===== config.mk =====
export PLATFORM = sky130hd
export DESIGN_NAME = status_protect_core
export DESIGN_NICKNAME = d
export VERILOG_FILES = /design/src/logic/pin_sync.v /design/src/logic/range_guard.v /design/src/logic/status_protect_core.v
export VERILOG_INCLUDE_DIRS = /design/src /design/src/logic
export SDC_FILE = /design/constraint.sdc
export NUM_CORES = 1
export LEC_CHECK = 0
export ABC_AREA = 1
export BUFFER_PORTS_ARGS = -buffer_cell sky130_fd_sc_hd__buf_2
export CORE_ASPECT_RATIO = 1.4
export CORE_MARGIN = 2
export CORE_UTILIZATION = 30
export CTS_BUF_LIST = sky130_fd_sc_hd__clkbuf_8 sky130_fd_sc_hd__clkbuf_16
export CTS_CLUSTER_DIAMETER = 100
export DETAILED_ROUTE_END_ITERATION = 8
export GPL_TIMING_DRIVEN = 0
export HOLD_SLACK_MARGIN = 0.03
export PLACE_DENSITY = 0.48
export RECOVER_POWER = 50
export SETUP_SLACK_MARGIN = 0.1
export SLEW_MARGIN = 10
export SYNTH_ARGS = -nofsm -noshare
export SYNTH_HDL_FRONTEND = slang
export SYNTH_SLANG_ARGS = --single-unit
export TNS_END_PERCENT = 50

===== constraint.sdc =====
create_clock -name clk -period 7.5 [get_ports clk]
set_input_delay 2.25 -clock clk [delete_from_list [all_inputs] [get_ports clk]]
set_output_delay 2.25 -clock clk [all_outputs]
set_load 0.1 [all_outputs]

===== src/logic/status_protect_consts.vh =====
// Constants for the status register and block protection of one flash die
`ifndef STATUS_PROTECT_CONSTS_VH
`define STATUS_PROTECT_CONSTS_VH

`define SR_BUSY_BIT      0
`define SR_WEL_BIT       1
`define SR_TB_BIT        5
`define SR_PROT_MSB_BIT  6
`define SR_SRWD_BIT      7
`define SR_NV_MASK       8'hFC
`define SR_RESET         8'h00

`define SECTOR_BITS      10
`define ADDR_BITS        26
`define PROT_ALL_CODE    4'hB

`define OP_WRSR          8'h01
`define OP_PROG          8'h02
`define OP_RDSR          8'h05
`define OP_WRDI          8'h04
`define OP_WREN          8'h06
`define OP_SECT_ERASE    8'hD8
`define OP_DIE_ERASE     8'hC4

`define ACMD_PROG        2'h1
`define ACMD_SECT_ERASE  2'h2
`define ACMD_DIE_ERASE   2'h3

`define CLK_PERIOD_NS    50
`define T_WRSR_NS        2000
`define T_PROG_NS        4000
`define T_SECT_ERASE_NS  20000
`define T_DIE_ERASE_NS   80000
`define NS_TO_CYC(t)     (((t) + `CLK_PERIOD_NS - 1) / `CLK_PERIOD_NS)

`endif


===== src/logic/pin_sync.v =====
// Two-stage synchroniser for pin inputs
`timescale 1ns/1ps
`default_nettype none
module pin_sync #(
    parameter       WIDTH    = 1,
    parameter [3:0] INIT_VAL = 4'h0
) (
    input  wire             clk,
    input  wire             rst_b,
    input  wire [WIDTH-1:0] pin_in,
    output reg  [WIDTH-1:0] pin_out
);
    reg [WIDTH-1:0] meta_q;

    always @(posedge clk or negedge rst_b) begin
        if (!rst_b) begin
            meta_q  <= INIT_VAL[WIDTH-1:0];
            pin_out <= INIT_VAL[WIDTH-1:0];
        end else begin
            meta_q  <= pin_in;
            pin_out <= meta_q;
        end
    end
endmodule
`default_nettype wire


===== src/logic/range_guard.v =====
// Decodes top/bottom and block protect code into a sector hit
`timescale 1ns/1ps
`default_nettype none
`include "status_protect_consts.vh"
module range_guard (
    input  wire                    top_bottom,
    input  wire [3:0]              block_protect_field,
    input  wire [`SECTOR_BITS-1:0] sector,
    output reg                     hit
);
    reg [`SECTOR_BITS:0] span;
    reg [`SECTOR_BITS:0] limit;

    always @* begin
        span  = {(`SECTOR_BITS+1){1'b0}};
        limit = {(`SECTOR_BITS+1){1'b0}};
        hit   = 1'b0;
        if (block_protect_field >= `PROT_ALL_CODE) begin
            hit = 1'b1;
        end else if (block_protect_field != 4'h0) begin
            span = {{`SECTOR_BITS{1'b0}}, 1'b1}
                   << (block_protect_field - 4'h1);
            if (top_bottom) begin
                hit = {1'b0, sector} < span;
            end else begin
                limit = (11'h400 - span);
                hit   = {1'b0, sector} >= limit;
            end
        end
    end
endmodule
`default_nettype wire


===== src/logic/status_protect_core.v =====
// Status register, write protection and serial command front end of one die
`timescale 1ns/1ps
`default_nettype none
`include "status_protect_consts.vh"
module status_protect_core #(
    parameter WRSR_CYC  = `NS_TO_CYC(`T_WRSR_NS),
    parameter PROG_CYC  = `NS_TO_CYC(`T_PROG_NS),
    parameter SERA_CYC  = `NS_TO_CYC(`T_SECT_ERASE_NS),
    parameter DERA_CYC  = `NS_TO_CYC(`T_DIE_ERASE_NS)
) (
    input  wire                  clk,
    input  wire                  rst_b,
    input  wire                  sclk,
    input  wire                  cs_b,
    input  wire                  mosi,
    input  wire                  wp_b,
    output reg                   miso,
    output reg                   miso_oe,
    output reg  [7:0]            status,
    output reg                   flag_ready,
    output reg                   array_req,
    output reg  [1:0]            array_cmd,
    output reg  [`ADDR_BITS-1:0] array_addr,
    output reg                   prot_err
);
    localparam [4:0] S_OP   = 5'h01;
    localparam [4:0] S_ADDR = 5'h02;
    localparam [4:0] S_DATA = 5'h04;
    localparam [4:0] S_RD   = 5'h08;
    localparam [4:0] S_IGN  = 5'h10;

    wire [3:0]  pins_s;
    wire        sclk_s;
    wire        cs_s;
    wire        mosi_s;
    wire        wp_s;
    wire        sect_hit;
    wire [3:0]  prot_code;
    wire        hw_locked;
    wire        sclk_rise;
    wire        sclk_fall;
    wire        cs_rise;
    wire        byte_done;
    wire [7:0]  byte_in;

    reg         sclk_d_q;
    reg         cs_d_q;
    reg [4:0]   state_q;
    reg [2:0]   bit_cnt_q;
    reg [1:0]   addr_cnt_q;
    reg [6:0]   shift_q;
    reg [7:0]   tx_q;
    reg [7:0]   cmd_q;
    reg [7:0]   wdata_q;
    reg         got_data_q;
    reg [31:0]  addr_q;
    reg [15:0]  busy_cnt_q;

    pin_sync #(
        .WIDTH    (4),
        .INIT_VAL (4'hA)
    ) u_sync (
        .clk     (clk),
        .rst_b   (rst_b),
        .pin_in  ({wp_b, mosi, cs_b, sclk}),
        .pin_out (pins_s)
    );

    assign sclk_s = pins_s[0];
    assign cs_s   = pins_s[1];
    assign mosi_s = pins_s[2];
    assign wp_s   = pins_s[3];

    assign prot_code = {status[`SR_PROT_MSB_BIT], status[4:2]};

    range_guard u_guard (
        .top_bottom          (status[`SR_TB_BIT]),
        .block_protect_field (prot_code),
        .sector              (addr_q[`ADDR_BITS-1:16]),
        .hit                 (sect_hit)
    );

    // Pin low and disable bit set; dropping bit 7 needs a write, which
    // this same term blocks, so only the pin or a reset can release it
    assign hw_locked = status[`SR_SRWD_BIT] & ~wp_s;

    assign sclk_rise = sclk_s & ~sclk_d_q & ~cs_s;
    assign sclk_fall = ~sclk_s & sclk_d_q & ~cs_s;
    assign cs_rise   = cs_s & ~cs_d_q;
    assign byte_done = sclk_rise & (bit_cnt_q == 3'h7);
    assign byte_in   = {shift_q, mosi_s};

    always @(posedge clk or negedge rst_b) begin
        if (!rst_b) begin
            sclk_d_q <= 1'b0;
            cs_d_q   <= 1'b1;
        end else begin
            sclk_d_q <= sclk_s;
            cs_d_q   <= cs_s;
        end
    end

    // Serial framing: bytes sampled on rising link clock, mode 0
    always @(posedge clk or negedge rst_b) begin
        if (!rst_b) begin
            state_q    <= S_OP;
            bit_cnt_q  <= 3'h0;
            addr_cnt_q <= 2'h0;
            shift_q    <= 7'h00;
            tx_q       <= 8'h00;
            cmd_q      <= 8'h00;
            wdata_q    <= 8'h00;
            got_data_q <= 1'b0;
            addr_q     <= 32'h0000_0000;
            miso       <= 1'b0;
            miso_oe    <= 1'b0;
        end else if (cs_s) begin
            state_q    <= S_OP;
            bit_cnt_q  <= 3'h0;
            addr_cnt_q <= 2'h0;
            miso_oe    <= 1'b0;
            miso       <= 1'b0;
            if (cs_rise) begin
                got_data_q <= 1'b0;
            end
        end else begin
            if (sclk_rise) begin
                bit_cnt_q <= bit_cnt_q + 3'h1;
                shift_q   <= byte_in[6:0];
            end
            if (sclk_fall && state_q == S_RD) begin
                miso    <= tx_q[7];
                miso_oe <= 1'b1;
                tx_q    <= {tx_q[6:0], 1'b0};
            end
            if (byte_done) begin
                case (state_q)
                    S_OP: begin
                        cmd_q <= byte_in;
                        case (byte_in)
                            `OP_RDSR: begin
                                state_q <= S_RD;
                                tx_q    <= status;
                            end
                            `OP_WRSR: begin
                                state_q <= S_DATA;
                            end
                            `OP_PROG, `OP_SECT_ERASE: begin
                                state_q <= S_ADDR;
                            end
                            default: begin
                                state_q <= S_IGN;
                            end
                        endcase
                    end
                    S_ADDR: begin
                        addr_q     <= {addr_q[23:0], byte_in};
                        addr_cnt_q <= addr_cnt_q + 2'h1;
                        if (addr_cnt_q == 2'h3) begin
                            state_q <= (cmd_q == `OP_PROG) ? S_DATA : S_IGN;
                        end
                    end
                    S_DATA: begin
                        if (!got_data_q) begin
                            wdata_q <= byte_in;
                        end
                        got_data_q <= 1'b1;
                    end
                    S_RD: begin
                        // Continuous read shows live busy on every byte
                        tx_q <= status;
                    end
                    S_IGN: begin
                        state_q <= S_IGN;
                    end
                    default: begin
                        state_q <= S_IGN;
                    end
                endcase
            end
        end
    end

    // Command execution at frame end and the busy timer
    always @(posedge clk or negedge rst_b) begin
        if (!rst_b) begin
            status     <= `SR_RESET;
            flag_ready <= 1'b1;
            busy_cnt_q <= 16'h0000;
            array_req  <= 1'b0;
            array_cmd  <= 2'h0;
            array_addr <= {`ADDR_BITS{1'b0}};
            prot_err   <= 1'b0;
        end else begin
            array_req <= 1'b0;
            prot_err  <= 1'b0;
            if (status[`SR_BUSY_BIT]) begin
                if (busy_cnt_q == 16'h0001) begin
                    status[`SR_BUSY_BIT] <= 1'b0;
                    flag_ready           <= 1'b1;
                    status[`SR_WEL_BIT]  <= 1'b0;
                end
                busy_cnt_q <= busy_cnt_q - 16'h0001;
            end else if (cs_rise && bit_cnt_q == 3'h0) begin
                case (cmd_q)
                    `OP_WREN: begin
                        status[`SR_WEL_BIT] <= 1'b1;
                    end
                    `OP_WRDI: begin
                        status[`SR_WEL_BIT] <= 1'b0;
                    end
                    `OP_WRSR: begin
                        if (got_data_q && status[`SR_WEL_BIT]
                                && !hw_locked) begin
                            status <= (wdata_q & `SR_NV_MASK)
                                      | 8'h03;
                            flag_ready <= 1'b0;
                            busy_cnt_q <= WRSR_CYC[15:0];
                        end
                    end
                    `OP_PROG, `OP_SECT_ERASE: begin
                        // A frame cut inside the address is dropped
                        if (status[`SR_WEL_BIT] && state_q != S_ADDR
                                && (got_data_q
                                || cmd_q == `OP_SECT_ERASE)) begin
                            if (sect_hit) begin
                                prot_err <= 1'b1;
                            end else begin
                                status[`SR_BUSY_BIT] <= 1'b1;
                                flag_ready <= 1'b0;
                                array_req  <= 1'b1;
                                array_addr <= addr_q[`ADDR_BITS-1:0];
                                if (cmd_q == `OP_PROG) begin
                                    array_cmd  <= `ACMD_PROG;
                                    busy_cnt_q <= PROG_CYC[15:0];
                                end else begin
                                    array_cmd  <= `ACMD_SECT_ERASE;
                                    busy_cnt_q <= SERA_CYC[15:0];
                                end
                            end
                        end
                    end
                    `OP_DIE_ERASE: begin
                        if (status[`SR_WEL_BIT]) begin
                            if (prot_code != 4'h0) begin
                                prot_err <= 1'b1;
                            end else begin
                                status[`SR_BUSY_BIT] <= 1'b1;
                                flag_ready <= 1'b0;
                                array_req  <= 1'b1;
                                array_cmd  <= `ACMD_DIE_ERASE;
                                array_addr <= {`ADDR_BITS{1'b0}};
                                busy_cnt_q <= DERA_CYC[15:0];
                            end
                        end
                    end
                    default: begin
                        busy_cnt_q <= 16'h0000;
                    end
                endcase
            end
        end
    end
endmodule
`default_nettype wire


# Yosys cells after proc, flatten, opt, wreduce, memory -nomap -nowiden
# Index checks and enable logic that the tools add are counted.
[word_totals]
input_bits = 6
output_inout_bits = 41
word_cells = 189
reg_bits = 135
[op_classes]
n_lt_le_gt_ge = 3
mux = 75
addsub = 5
n_bitwise = 14
eq_ne = 32
shift = 1
n_reduce_logical = 35
[ops]
columns = ["cell", "n"]
rows = [
  ["$mux W16", 7],
  ["$mux W26", 4],
  ["$pmux W16 S4", 1],
  ["$pmux W26 S2", 1],
  ["$mux W1", 31],
  ["$pmux W5 S3", 2],
  ["$eq A8 B3 Y1 const B", 3],
  ["$eq A8 B8 Y1 const B", 3],
  ["$mux W2", 12],
  ["$mux W8", 3],
  ["$mux W5", 4],
  ["$eq A16 B1 Y1 const B", 1],
  ["$eq A8 B1 Y1 const B", 2],
  ["$eq A8 B2 Y1 const B", 2],
  ["$pmux W8 S2", 1],
  ["$sub A16 B1 Y16 const B", 1],
  ["$ne A3 B3 Y1 const B", 5],
  ["$reduce_and A7 Y1", 2],
  ["$reduce_bool A2 Y1", 7],
  ["$reduce_and A3 Y1", 4],
  ["$reduce_and A4 Y1", 3],
  ["$reduce_bool A4 Y1", 3],
  ["$ge A10 B11 Y1", 1],
  ["$lt A10 B11 Y1", 1],
  ["30 further kinds", 61],
]

# Depth between registers and ports, before layout
# Gate-level depths: netlist of run 1.
[depth]
ltp_word = 12
depth_mapped = 23
depth_no_buf = 22

# Hierarchy
# From an unflattened synthesis of run 1, not the netlist that was laid out.
[unflattened]
cells_unflattened = 893
area_unflattened_um2 = 7040.5
[by_module_without_submodules]
columns = ["mod", "seq_area_each_um2", "instances", "area_per_inst_um2", "cells_each"]
rows = [
  ["status_protect_core", 3131.8, 1, 6083.3, 763],
  ["range_guard", 0.0, 1, 752.0, 122],
  ["pin_sync", 205.2, 1, 205.2, 8],
]

# Worst setup path after synthesis of run 1
# Ideal clock, no wire load.
[synth_path]
kind = "register to register"
start = "register status[3]"
end = "register array_addr[17]"
setup_slack_ps = 3874
t_arrival_ps = 3502
period_less_slack_ps = 3626
setup_time_ps = 124
required_time_ps = 7376
stages_incl_launch_ff = 23
n_path_buf = 2
cell_sequence = "dfrtp_1 inv_1 nor2_1 nand2_1 ha_1 inv_1 nor2_1 nand3_1 a21boi_0 ha_1 a21o_1 a21oi_1 nor2_1 nor2_1 nand3_1 nand2_2 nand2_4 nand2_4 nand2_2 buf_12 buf_12 nand2_2 o21ai_2"
[synth_between]
elab_chain_cells = 9
word_cells_on_any_way = 13
classes_between = "2 x add/sub; 3 x order compare; 2 x eq/ne; 1 x shift; 3 x mux; 2 x reduce/logical"
[synth_rtl]
columns = ["item", "line", "text"]
rows = [
  ["start: declaration", "status_protect_core.v:19", "output reg [7:0] status,"],
  ["start signal: assignment", "status_protect_core.v:187", "status <= `SR_RESET;"],
  ["start signal: assignment", "status_protect_core.v:215", "status <= (wdata_q & `SR_NV_MASK)"],
  ["$sub A4 B1 Y4", "range_guard.v:22", "<< (block_protect_field - 4'h1);"],
  ["$shl A1 B4 Y11", "range_guard.v:21", "span = {{`SECTOR_BITS{1'b0}}, 1'b1}"],
  ["$sub A11 B11 Y11", "range_guard.v:26", "limit = (11'h400 - span);"],
  ["$ge A10 B11 Y1", "range_guard.v:27", "hit = {1'b0, sector} >= limit;"],
  ["$mux W1", "range_guard.v:23", "if (top_bottom) begin"],
  ["$mux W1", "range_guard.v:20", "end else if (block_protect_field != 4'h0) begin"],
  ["$mux W1", "range_guard.v:18", "if (block_protect_field >= `PROT_ALL_CODE) begin"],
  ["$ne A2 B2 Y1 (no line)", "--", ""],
  ["$reduce_and A7 Y1 (no line) *", "--", ""],
  ["end signal: assignment", "status_protect_core.v:192", "array_addr <= {`ADDR_BITS{1'b0}};"],
  ["end signal: assignment", "status_protect_core.v:232", "array_addr <= addr_q[`ADDR_BITS-1:0];"],
  ["end signal: assignment", "status_protect_core.v:252", "array_addr <= {`ADDR_BITS{1'b0}};"],
  ["end: declaration", "status_protect_core.v:23", "output reg [`ADDR_BITS-1:0] array_addr,"],
]
# Every way passes the cells marked *; elsewhere a longest branch is shown, timed or not.
# A chain may end at the register's enable or synchronous reset.

==> results of run 1 <==
synth_stat cells, types with 2 or more instances:
cell type and instances:
sky130_fd_sc_hd__dfstp_2 7, sky130_fd_sc_hd__a21o_1 2, sky130_fd_sc_hd__nor2_2 2, sky130_fd_sc_hd__or2_2 4, sky130_fd_sc_hd__nor4_1 6, sky130_fd_sc_hd__buf_12 4
sky130_fd_sc_hd__nand4_1 7, sky130_fd_sc_hd__nand2_2 27, sky130_fd_sc_hd__buf_2 3, sky130_fd_sc_hd__dfrtp_1 126, sky130_fd_sc_hd__a21oi_1 29, sky130_fd_sc_hd__o211ai_1 2
sky130_fd_sc_hd__o21ai_1 3, sky130_fd_sc_hd__o21ai_0 72, sky130_fd_sc_hd__a22oi_1 2, sky130_fd_sc_hd__nor3_1 9, sky130_fd_sc_hd__nand3_1 43, sky130_fd_sc_hd__nor2_4 2
sky130_fd_sc_hd__a31oi_1 2, sky130_fd_sc_hd__inv_2 4, sky130_fd_sc_hd__nand2_4 2, sky130_fd_sc_hd__buf_4 2, sky130_fd_sc_hd__ha_1 25, sky130_fd_sc_hd__clkbuf_1 14
sky130_fd_sc_hd__inv_1 96, sky130_fd_sc_hd__o21ai_2 27, sky130_fd_sc_hd__nand2_1 241, sky130_fd_sc_hd__xor2_1 6, sky130_fd_sc_hd__nor2_1 73
worst max-delay path by stage:
stage | to | slack, ps | cells past startpoint
final | flag_ready | 3720 | 2
after global placement | busy_cnt_q[12] | 2150 | 1
after floorplan | array_addr[17] | 3870 | 22
after global routing | busy_cnt_q[5] | 3270 | 2
after CTS | status[1] | 3720 | 1
after detailed placement | array_cmd[0] | 4090 | 22
sequential cells by signal (all words and copies together), names as in the netlist:
register	flops
addr_q	26
array_addr	26
busy_cnt_q	16
cmd_q	8
status	8
tx_q	8
shift_q	7
wdata_q	6
state_q	5
u_sync.meta_q	4
u_sync.pin_out	4
bit_cnt_q	3
addr_cnt_q	2
array_cmd	2
array_req	1
cs_d_q	1
flag_ready	1
got_data_q	1
miso	1
miso_oe	1
prot_err	1
sclk_d_q	1
report_power, final:
part | internal [mW] | switching [mW] | leakage, nW
registers | 0.736 | 0.0138 | 1.79
logic | 0.0199 | 0.0531 | 2.08
clock network | 0.505 | 0.375 | 0.298
layer usage:
metal / share of wire (%) / wire (µm) / track usage, % / up-vias
li1: - / - / - / 2888
met1: 44 / 7623 / 18.03 / 2659
met2: 51 / 8826 / 27.19 / 85
met3: 2.7 / 466 / 2.805 / 22
met4: 2.3 / 393 / 6.323 / 0
met5: 0 / 0 / 0 / -
cells by family after synthesis:
family | after synthesis
adders and majority gates | 25
buffers and inverters | 127
AOI/OAI and AO/OA | 146
and+or+nand+nor | 421
DFF | 133
xor gates and xnor gates | 6
per-stage QoR:
step | instance area, µm² | setup WS [ps] | std cells | utilization, % | hold slack [ps]
finish | 8189 | 3723 | 1238 | 36.09 | 348.3
global route | 8189 | 3265 | 1238 | 36.09 | 364.2
CTS | 8214 | 3724 | 1238 | 36.20 | 350.6
detailed placement | 7605 | 4085 | 1206 | 33.52 | 336.4
global placement | 7567 | 2149 | 1205 | 33.35 | 333.3
floorplan | 6960 | 3874 | 858 | - | 331.2
area by class of cell:
type | instances | area [µm²] | share of cell area [%]
clock buffers | 17 | 425.4 | 5.195
plain buffers | 26 | 180.2 | 2.200
inverters | 101 | 379.1 | 4.629
clock inverters | 15 | 183.9 | 2.246
flip-flops and latches | 133 | 3337 | 40.75
well taps | 301 | 376.6 | 4.599
repair buffers | 47 | 256.5 | 3.132
multi-input cells | 598 | 3050 | 37.25
==> impl_summary.txt, run 1 <==
----------------------------------------------------
[Clock network]
  Clock root buffer ... sky130_fd_sc_hd__clkbuf_16
  Clock insertion delay at the later pin of the skew report ... 440 ps
  Post-CTS Setup Repair Bufs ... 0
  TritonCTS Sinks ... 133
  CTS resizes ... 0
  Number of hold buffers added after CTS ... 0
  Clock tree buffer depth ... 2
  TritonCTS clock tree ... yes
  Number of buffers created by CTS ... 17
  H-tree levels ... 4
  Clock-pin transition on the worst setup and hold timing paths ... 60 ps

[Finish]
  ANT cells ... 0
  NumNets Final ... 955
  Filler instances ... 2,393
  Ratio of cells with drive above 1 in the final layout ... 17.40%
  Layout area overhead ... 17.65%
  Leading cell types in the layout, fill and taps excluded ... 241 x sky130_fd_sc_hd__nand2_1, 126 x sky130_fd_sc_hd__dfrtp_1, 97 x sky130_fd_sc_hd__inv_1
  Commonest non-fill, non-tap cell in the layout ... sky130_fd_sc_hd__nand2_1

[Setup path]
  Count of cells along the worst register-to-register path ... 22
  Bufs and invs on worst path ... 2
  CP Max Fanout ... 97
  Ordered cell list for the critical path ... clkbuf_1 > buf_16
  Crit start category ... input pin
  Delay of the slowest cell on the worst path ... 1490 ps
  Setup slack, reg-to-reg ... 4080 ps
  Critical path's top delay family ... buffers and inverters
  Master of the slowest instance on the critical path ... sky130_fd_sc_hd__clkbuf_1
  Capturing point of the worst reg2reg path ... array_addr[24]
  Data required time of the critical path ... 8030 ps
  Endpoint type of the worst setup path ... asynchronous set/reset pin
  FF-to-FF Start ... status[3]
  Type of the worst setup path ... input pin to asynchronous set/reset pin
  WP data arrival ... 4300 ps
  CP Launch Point ... rst_b

[Pwr]
  Areal power density over the cells ... 207.8 nW/µm²
  Maximum VDD drop ... 0.1703 mV
  Total power draw ... 1.702 mW
  Leakage power ... 4.166 nW

[Worst hold path]
  Worst hold start ... u_sync.meta_q[2]
  WHS Endpoint ... u_sync.pin_out[2]
  Worst Hold Depth ... 0
  Min-Delay Path Class ... flop to flop

[Logic synthesis]
  Post-synth ARST share ... 100.0%
  Post-synthesis xor/xnor area fraction ... 0.7550%
  Mean Syn Cell Area ... 8.112 µm²
  Share of the synthesized area in compound gates (AO/OA/AOI/OAI) ... 12.49%
  Library cells used by synthesis ... 45
  Synth top area share ... 45.30%
  Cell count after synthesis ... 858
  Number of synthesized flops with an enable pin ... 0
  Post-Synthesis Cell Area ... 6960 µm²
  Post-synth top flop ... sky130_fd_sc_hd__dfrtp_1
  Synthesized net count ... 889
  Count of warnings emitted by yosys ... 0
  Main combinational cell family by area after synthesis ... simple AND/OR/NAND/NOR gates
  Area fraction in and, or, nand and nor cells after synthesis ... 26.24%
  Post-synthesis mux area share ... 0%
  Main area contributors after synthesis ... sky130_fd_sc_hd__dfrtp_1 45%, sky130_fd_sc_hd__nand2_1 13%, sky130_fd_sc_hd__o21ai_0 5.2%, sky130_fd_sc_hd__inv_1 5.2%, sky130_fd_sc_hd__ha_1 4.5%
  Area share of fa/ha/maj cells after synthesis ... 4.494%
  Leading area contributor after synthesis ... sky130_fd_sc_hd__dfrtp_1
  Register bit count reported by yosys ... 133
  Portion of the post-synthesis area used by sequential elements ... 47.94%

[Routing]
  Detailed-routing iteration count for the pre-antenna-repair pass ... 5
  Post-route ant nets ... 0
  Vias per std cell ... 4.567
  Via count ... 5,654
  Final wirelength ... 17,310 µm
  DRC violation total after the first TritonRoute iteration ... 307
  DRC violation count after routing ... 0
  Mean routed wirelength per cell ... 13.98 µm

[STA]
  Max Clk Rate ... 0.2648 GHz
  Final critical-path required period ... 3777 ps
  Number of max-slew violations in the final report ... 37
  Transition time at the pin with the least slew margin ... 2128 ps
  Period Utilization, post-route ... 50.36%
  Number of endpoints failing setup at the final stage ... 0
  Slew Limit Headroom ... -41.85%
  Unrepaired setup endpoints after global routing ... false
  Final Skew ... 9.250 ps
  Setup TNS after final layout ... 0 ps
  Total count of hold-check failures in the final report ... 0

[Place]
  Hpwl dp ... 12,830 µm
  Number of buffers added on ports ... 46
  Global placement routability congestion ... 0.8416

[Floorplan]
  I/O Pins ... 47
  Placeable core region ... 22,690 µm²
  Width of the die ... 132.7 µm
  Total die area ... 24,450 µm²
  FP Rows ... 65
  Y dimension of the die ... 184.2 µm
  Initial core utilization ... 30.68%

[Global route]
  Maximum number of pins on one net before global-route repair ... 98
  Total global-route track usage ... 15.27%
  Antenna violations before repair ... 0
  Via count of the first global-routing pass ... 5,746
  GRT Residual Overflow ... 0
  First-pass GRT wire length ... 29,460 µm

[Flow run]
  Number of max-cap violations ... 1

[Status]
  Violated checks ... capacitance limit, slew limit
  Result of the run ... finished with violations

----------------------------------------------------
No activity file was read; power rests on OpenSTA's default activity.
==> run 2, diff against run 1 <==
- ABC_AREA: 1 -> 0
- PLACE_DENSITY: 0.48 -> 0.5
- clock period: 7.5 -> 3.35 ns (I/O delays scaled with it)
==> run 2 against run 1 <==
Compared with the run above: the flow finishes with violations (capacitance limit, slew limit, setup timing); worst setup slack worse by 4000 ps; via count is 12% lower; sequential power is 130% higher; first-iteration DRC count is 15% lower; clock skew is 0.58 ps higher; critical path depth is 17 higher; synthesized cell count is 33% lower; design area is 1.1% lower; clock power is 120% higher; synthesized area is 6.1% lower; sequential share of layout area is 0.57 points higher; utilization is 2.0 points higher.
==> impl_summary.txt, run 2 <==
----------------------------------------------------
[Floorplan]
  Placeable core region ... 21,280 µm² (-6.2%)
  Initial core utilization ... 30.71% (+0.036 points)
  Y dimension of the die ... 178.7 µm (-3.0%)
  FP Rows ... 63 (-3.1%)
  Width of the die ... 128.8 µm (-3.0%)
  Total die area ... 23,000 µm² (-5.9%)
  I/O Pins ... 47 (unchanged)

[Routing]
  Mean routed wirelength per cell ... 18.32 µm (+31%)
  DRC violation count after routing ... 0 (unchanged)
  Detailed-routing iteration count for the pre-antenna-repair pass ... 4 (-1)
  Post-route ant nets ... 0 (unchanged)
  Vias per std cell ... 5.317 (+16%)
  DRC violation total after the first TritonRoute iteration ... 262 (-15%)
  Final wirelength ... 17,210 µm (-0.60%)
  Via count ... 4,993 (-12%)

[Flow run]
  Number of max-cap violations ... 1 (unchanged)

[Finish]
  Ratio of cells with drive above 1 in the final layout ... 30.78% (+13 points)
  Share of the core filled with cells ... 38.06% (+2.0 points)
  Filler-free cell count of the finished design ... 939 (-24%)
  Commonest non-fill, non-tap cell in the layout ... sky130_fd_sc_hd__dfrtp_1
  ANT cells ... 0 (unchanged)
  NumNets Final ... 697 (-27%)
  Layout area overhead ... 23.93%
  Leading cell types in the layout, fill and taps excluded ... 122 x sky130_fd_sc_hd__dfrtp_1, 52 x sky130_fd_sc_hd__buf_2, 48 x sky130_fd_sc_hd__mux2_2
  Filler instances ... 2,053 (-14%)
  Registers with the most flip-flops ... addr_q x26, array_addr x26, busy_cnt_q x16
  Final cell area excluding filler cells ... 8100 µm² (-1.1%)

[Setup path]
  FF-to-FF Start ... status[3]
  Master of the slowest instance on the critical path ... sky130_fd_sc_hd__o41a_1
  Type of the worst setup path ... flop to flop
  Delay of the slowest cell on the worst path ... 500 ps (-990 ps)
  WP data arrival ... 3960 ps (-340 ps)
  Capturing point of the worst reg2reg path ... array_addr[25]
  Ordered cell list for the critical path ... buf_8 > clkbuf_16 > nor2b_4 > nand2_2 > ha_4 > inv_4 > nand2_4 > nor3_2 > a21oi_1 > o21ai_1 > ha_1 > nand4_1 > o21ai_1 > nor3_2 > o31ai_4 > o41a_1 > buf_6 > buf_6 > a22o_1
  Data required time of the critical path ... 3650 ps (-4380 ps)
  Count of cells along the worst register-to-register path ... 19 (-14%)
  Crit start category ... flop
  CP Max Fanout ... 5 (-95%)
  Endpoint type of the worst setup path ... flop
  Setup slack, reg-to-reg ... -310 ps (-4390 ps)

[STA]
  Number of endpoints failing setup at the final stage ... 45 (+45)
  Period Utilization, post-route ... 109.3%
  Unrepaired setup endpoints after global routing ... true
  Number of max-slew violations in the final report ... 45 (+22%)
  Max Clk Rate ... 0.2732 GHz
  Setup TNS after final layout ... -9682 ps (-9682 ps)
  Final Skew ... 9.835 ps (+0.5849 ps)
  Final critical-path required period ... 3660 ps
  Smallest setup slack after layout ... -310.4 ps (-4033 ps)
  Slew Limit Headroom ... -37.71% (+4.1 points)
  Transition time at the pin with the least slew margin ... 2066 ps (-62.05 ps)
  Smallest hold slack ... 349.4 ps (+1.027 ps)
  Total count of hold-check failures in the final report ... 0 (unchanged)

[Place]
  Dpl ws ... -769.5 ps (-4855 ps)
  Placed Cells ... 883 (-27%)
  Hpwl dp ... 12,020 µm (-6.3%)
  Area post-placement ... 7186 µm² (-5.5%)
  Number of buffers added on ports ... 46 (unchanged)
  Global placement routability congestion ... 0.8512 (+1.1%)

[Pwr]
  Switching share of power ... 24.17% (-1.8 points)
  Total power draw ... 3.824 mW (+120%)
  Share of total power in the clock network ... 50.4% (-1.3 points)
  Areal power density over the cells ... 472.0 nW/µm² (+130%)
  Maximum VDD drop ... 0.2904 mV (+71%)
  Combinational cell fraction of total power ... 4.2% (about the same)
  Cell-internal power ... 2.899 mW (+130%)
  Net switching power figure ... 924.3 µW (+110%)
  Leakage power ... 3.930 nW (-5.7%)
  Fraction of power consumed by sequential logic ... 45.4% (+1.4 points)

[Worst hold path]
  WHS Endpoint ... u_sync.pin_out[2]
  Min-Delay Path Class ... flop to flop
  Worst hold start ... u_sync.meta_q[2]
  Worst Hold Depth ... 0 (unchanged)

[Logic synthesis]
  Leading area contributor after synthesis ... sky130_fd_sc_hd__dfrtp_1
  Mean Syn Cell Area ... 11.35 µm² (+40%)
  Cell count after synthesis ... 576 (-33%)
  Number of synthesized flops with an enable pin ... 0 (unchanged)
  Library cells used by synthesis ... 75 (+67%)
  Synthesized net count ... 607 (-32%)
  Post-synth ARST share ... 100.0% (unchanged)
  Synth top area share ... 48.24% (+2.9 points)
  Register bit count reported by yosys ... 133 (unchanged)
  Portion of the post-synthesis area used by sequential elements ... 51.05% (+3.1 points)
  Main area contributors after synthesis ... sky130_fd_sc_hd__dfrtp_1 48%, sky130_fd_sc_hd__mux2_2 8.3%, sky130_fd_sc_hd__ha_1 4.8%, sky130_fd_sc_hd__a22o_1 4.4%, sky130_fd_sc_hd__dfstp_2 2.8%
  Post-Synthesis Cell Area ... 6536 µm² (-6.1%)
  Dominant cell by count in the synthesized netlist ... sky130_fd_sc_hd__dfrtp_1
  List of most frequent post-synthesis cells ... 126 x sky130_fd_sc_hd__dfrtp_1, 48 x sky130_fd_sc_hd__mux2_2, 44 x sky130_fd_sc_hd__nand2_1, 33 x sky130_fd_sc_hd__a22o_1, 28 x sky130_fd_sc_hd__o21ai_0
  Count of warnings emitted by yosys ... 0 (unchanged)
  Post-synth top flop ... sky130_fd_sc_hd__dfrtp_1

[Clock network]
  Clock-pin transition on the worst setup and hold timing paths ... 60 ps (about the same)
  Number of buffers created by CTS ... 17 (unchanged)
  H-tree levels ... 4 (unchanged)
  Clock insertion delay at the later pin of the skew report ... 420 ps (-20 ps)
  TritonCTS clock tree ... yes
  Clock tree buffer depth ... 2 (unchanged)
  Clock root buffer ... sky130_fd_sc_hd__clkbuf_16
  TritonCTS Sinks ... 133 (unchanged)
  Number of hold buffers added after CTS ... 0 (unchanged)

[Global route]
  Total global-route track usage ... 15.47% (+0.20 points)
  Via count of the first global-routing pass ... 5,222 (-9.1%)
  First-pass GRT wire length ... 27,660 µm (-6.1%)
  Maximum number of pins on one net before global-route repair ... 91 (-7.1%)
  GRT Residual Overflow ... 0 (unchanged)
  Antenna violations before repair ... 0 (unchanged)

[Status]
  Violated checks ... capacitance limit, slew limit, setup timing
  Result of the run ... finished with violations

----------------------------------------------------
[run 2: changes by cell type in the layout (fill, tap and decap cells not counted), moves of 26 or more]
cell / delta
sky130_fd_sc_hd__mux2_2: +48
sky130_fd_sc_hd__o21ai_0: -51
sky130_fd_sc_hd__nor2_1: -46
sky130_fd_sc_hd__nand2_2: -26
sky130_fd_sc_hd__nand2_1: -199
sky130_fd_sc_hd__a22o_1: +33
sky130_fd_sc_hd__nand3_1: -28
sky130_fd_sc_hd__o21ai_2: -27
sky130_fd_sc_hd__inv_1: -74
[run 2: worst max-delay path by stage]
stage                                 to      start  slack [ps]
after global routing       array_addr[0]  status[3]        -430
final                     array_addr[25]  status[3]        -310
after detailed placement    array_cmd[0]  status[2]        -770
after global placement         status[3]      rst_b        -970
after CTS                 array_addr[22]  status[3]        -290
after floorplan           array_addr[17]  status[3]        -270
[run 2: layout make-up]
class                   count  area [µm²]  share of cell area [%]
plain buffers              26       191.4                   2.363
clock buffers              17       425.4                   5.252
clock inverters            15       181.4                   2.240
inverters                  22       85.08                   1.050
multi-input cells         395        3079                   38.01
flip-flops and latches    133        3347                   41.32
well taps                 260       325.3                   4.016
repair buffers             71       465.4                   5.746
[run 2: worst max-delay path: cells and delay by family, from the launching register on]
kind | cells | cell delay (ps)
adder cells (fa/ha/maj) | 2 | 500
buffers and inverters | 5 | 610
flip-flops | 1 | 490
AO/OA/AOI/OAI | 6 | 1140
AND/OR/NAND/NOR | 6 | 770
[run 2: logic make-up (layout without fill, tap and decap cells)]
family / count (synthesis) / count (layout) / share of synthesized area [%]
flops: 133 / 133 / 51.05
simple gates: 168 / 168 / 14.40
fa+ha+maj: 26 / 26 / 4.958
xor+xnor: 13 / 13 / 1.742
mux: 57 / 57 / 9.705
compound gates: 131 / 131 / 14.97
buf+inv: 48 / 151 / 3.178
[run 2: layer usage]
layer	share of wire (%)	global-route usage [%]
met1	41	17.61
met2	53	27.84
met3	2.7	2.805
met4	2.8	7.246
met5	0	0
[run 2: power groups by stage]
stage | clock (mW) | sequential [mW] | combinational (mW)
2_1_floorplan | 0 | 1.73 | 0.104
3_3_place_gp | 0 | 1.77 | 0.152
3_5_place_dp | 0 | 1.77 | 0.163
4_1_cts | 1.97 | 1.74 | 0.166
5_1_grt | 2.04 | 1.75 | 0.182
6_report | 1.93 | 1.74 | 0.160
[run 2: what timing repair did]
action	4_1_cts	5_1_grt
cloned	1	0
resized for setup	22	7
pin swaps	20	21
setup buffers	18	5
setup endpoints to repair	48	48
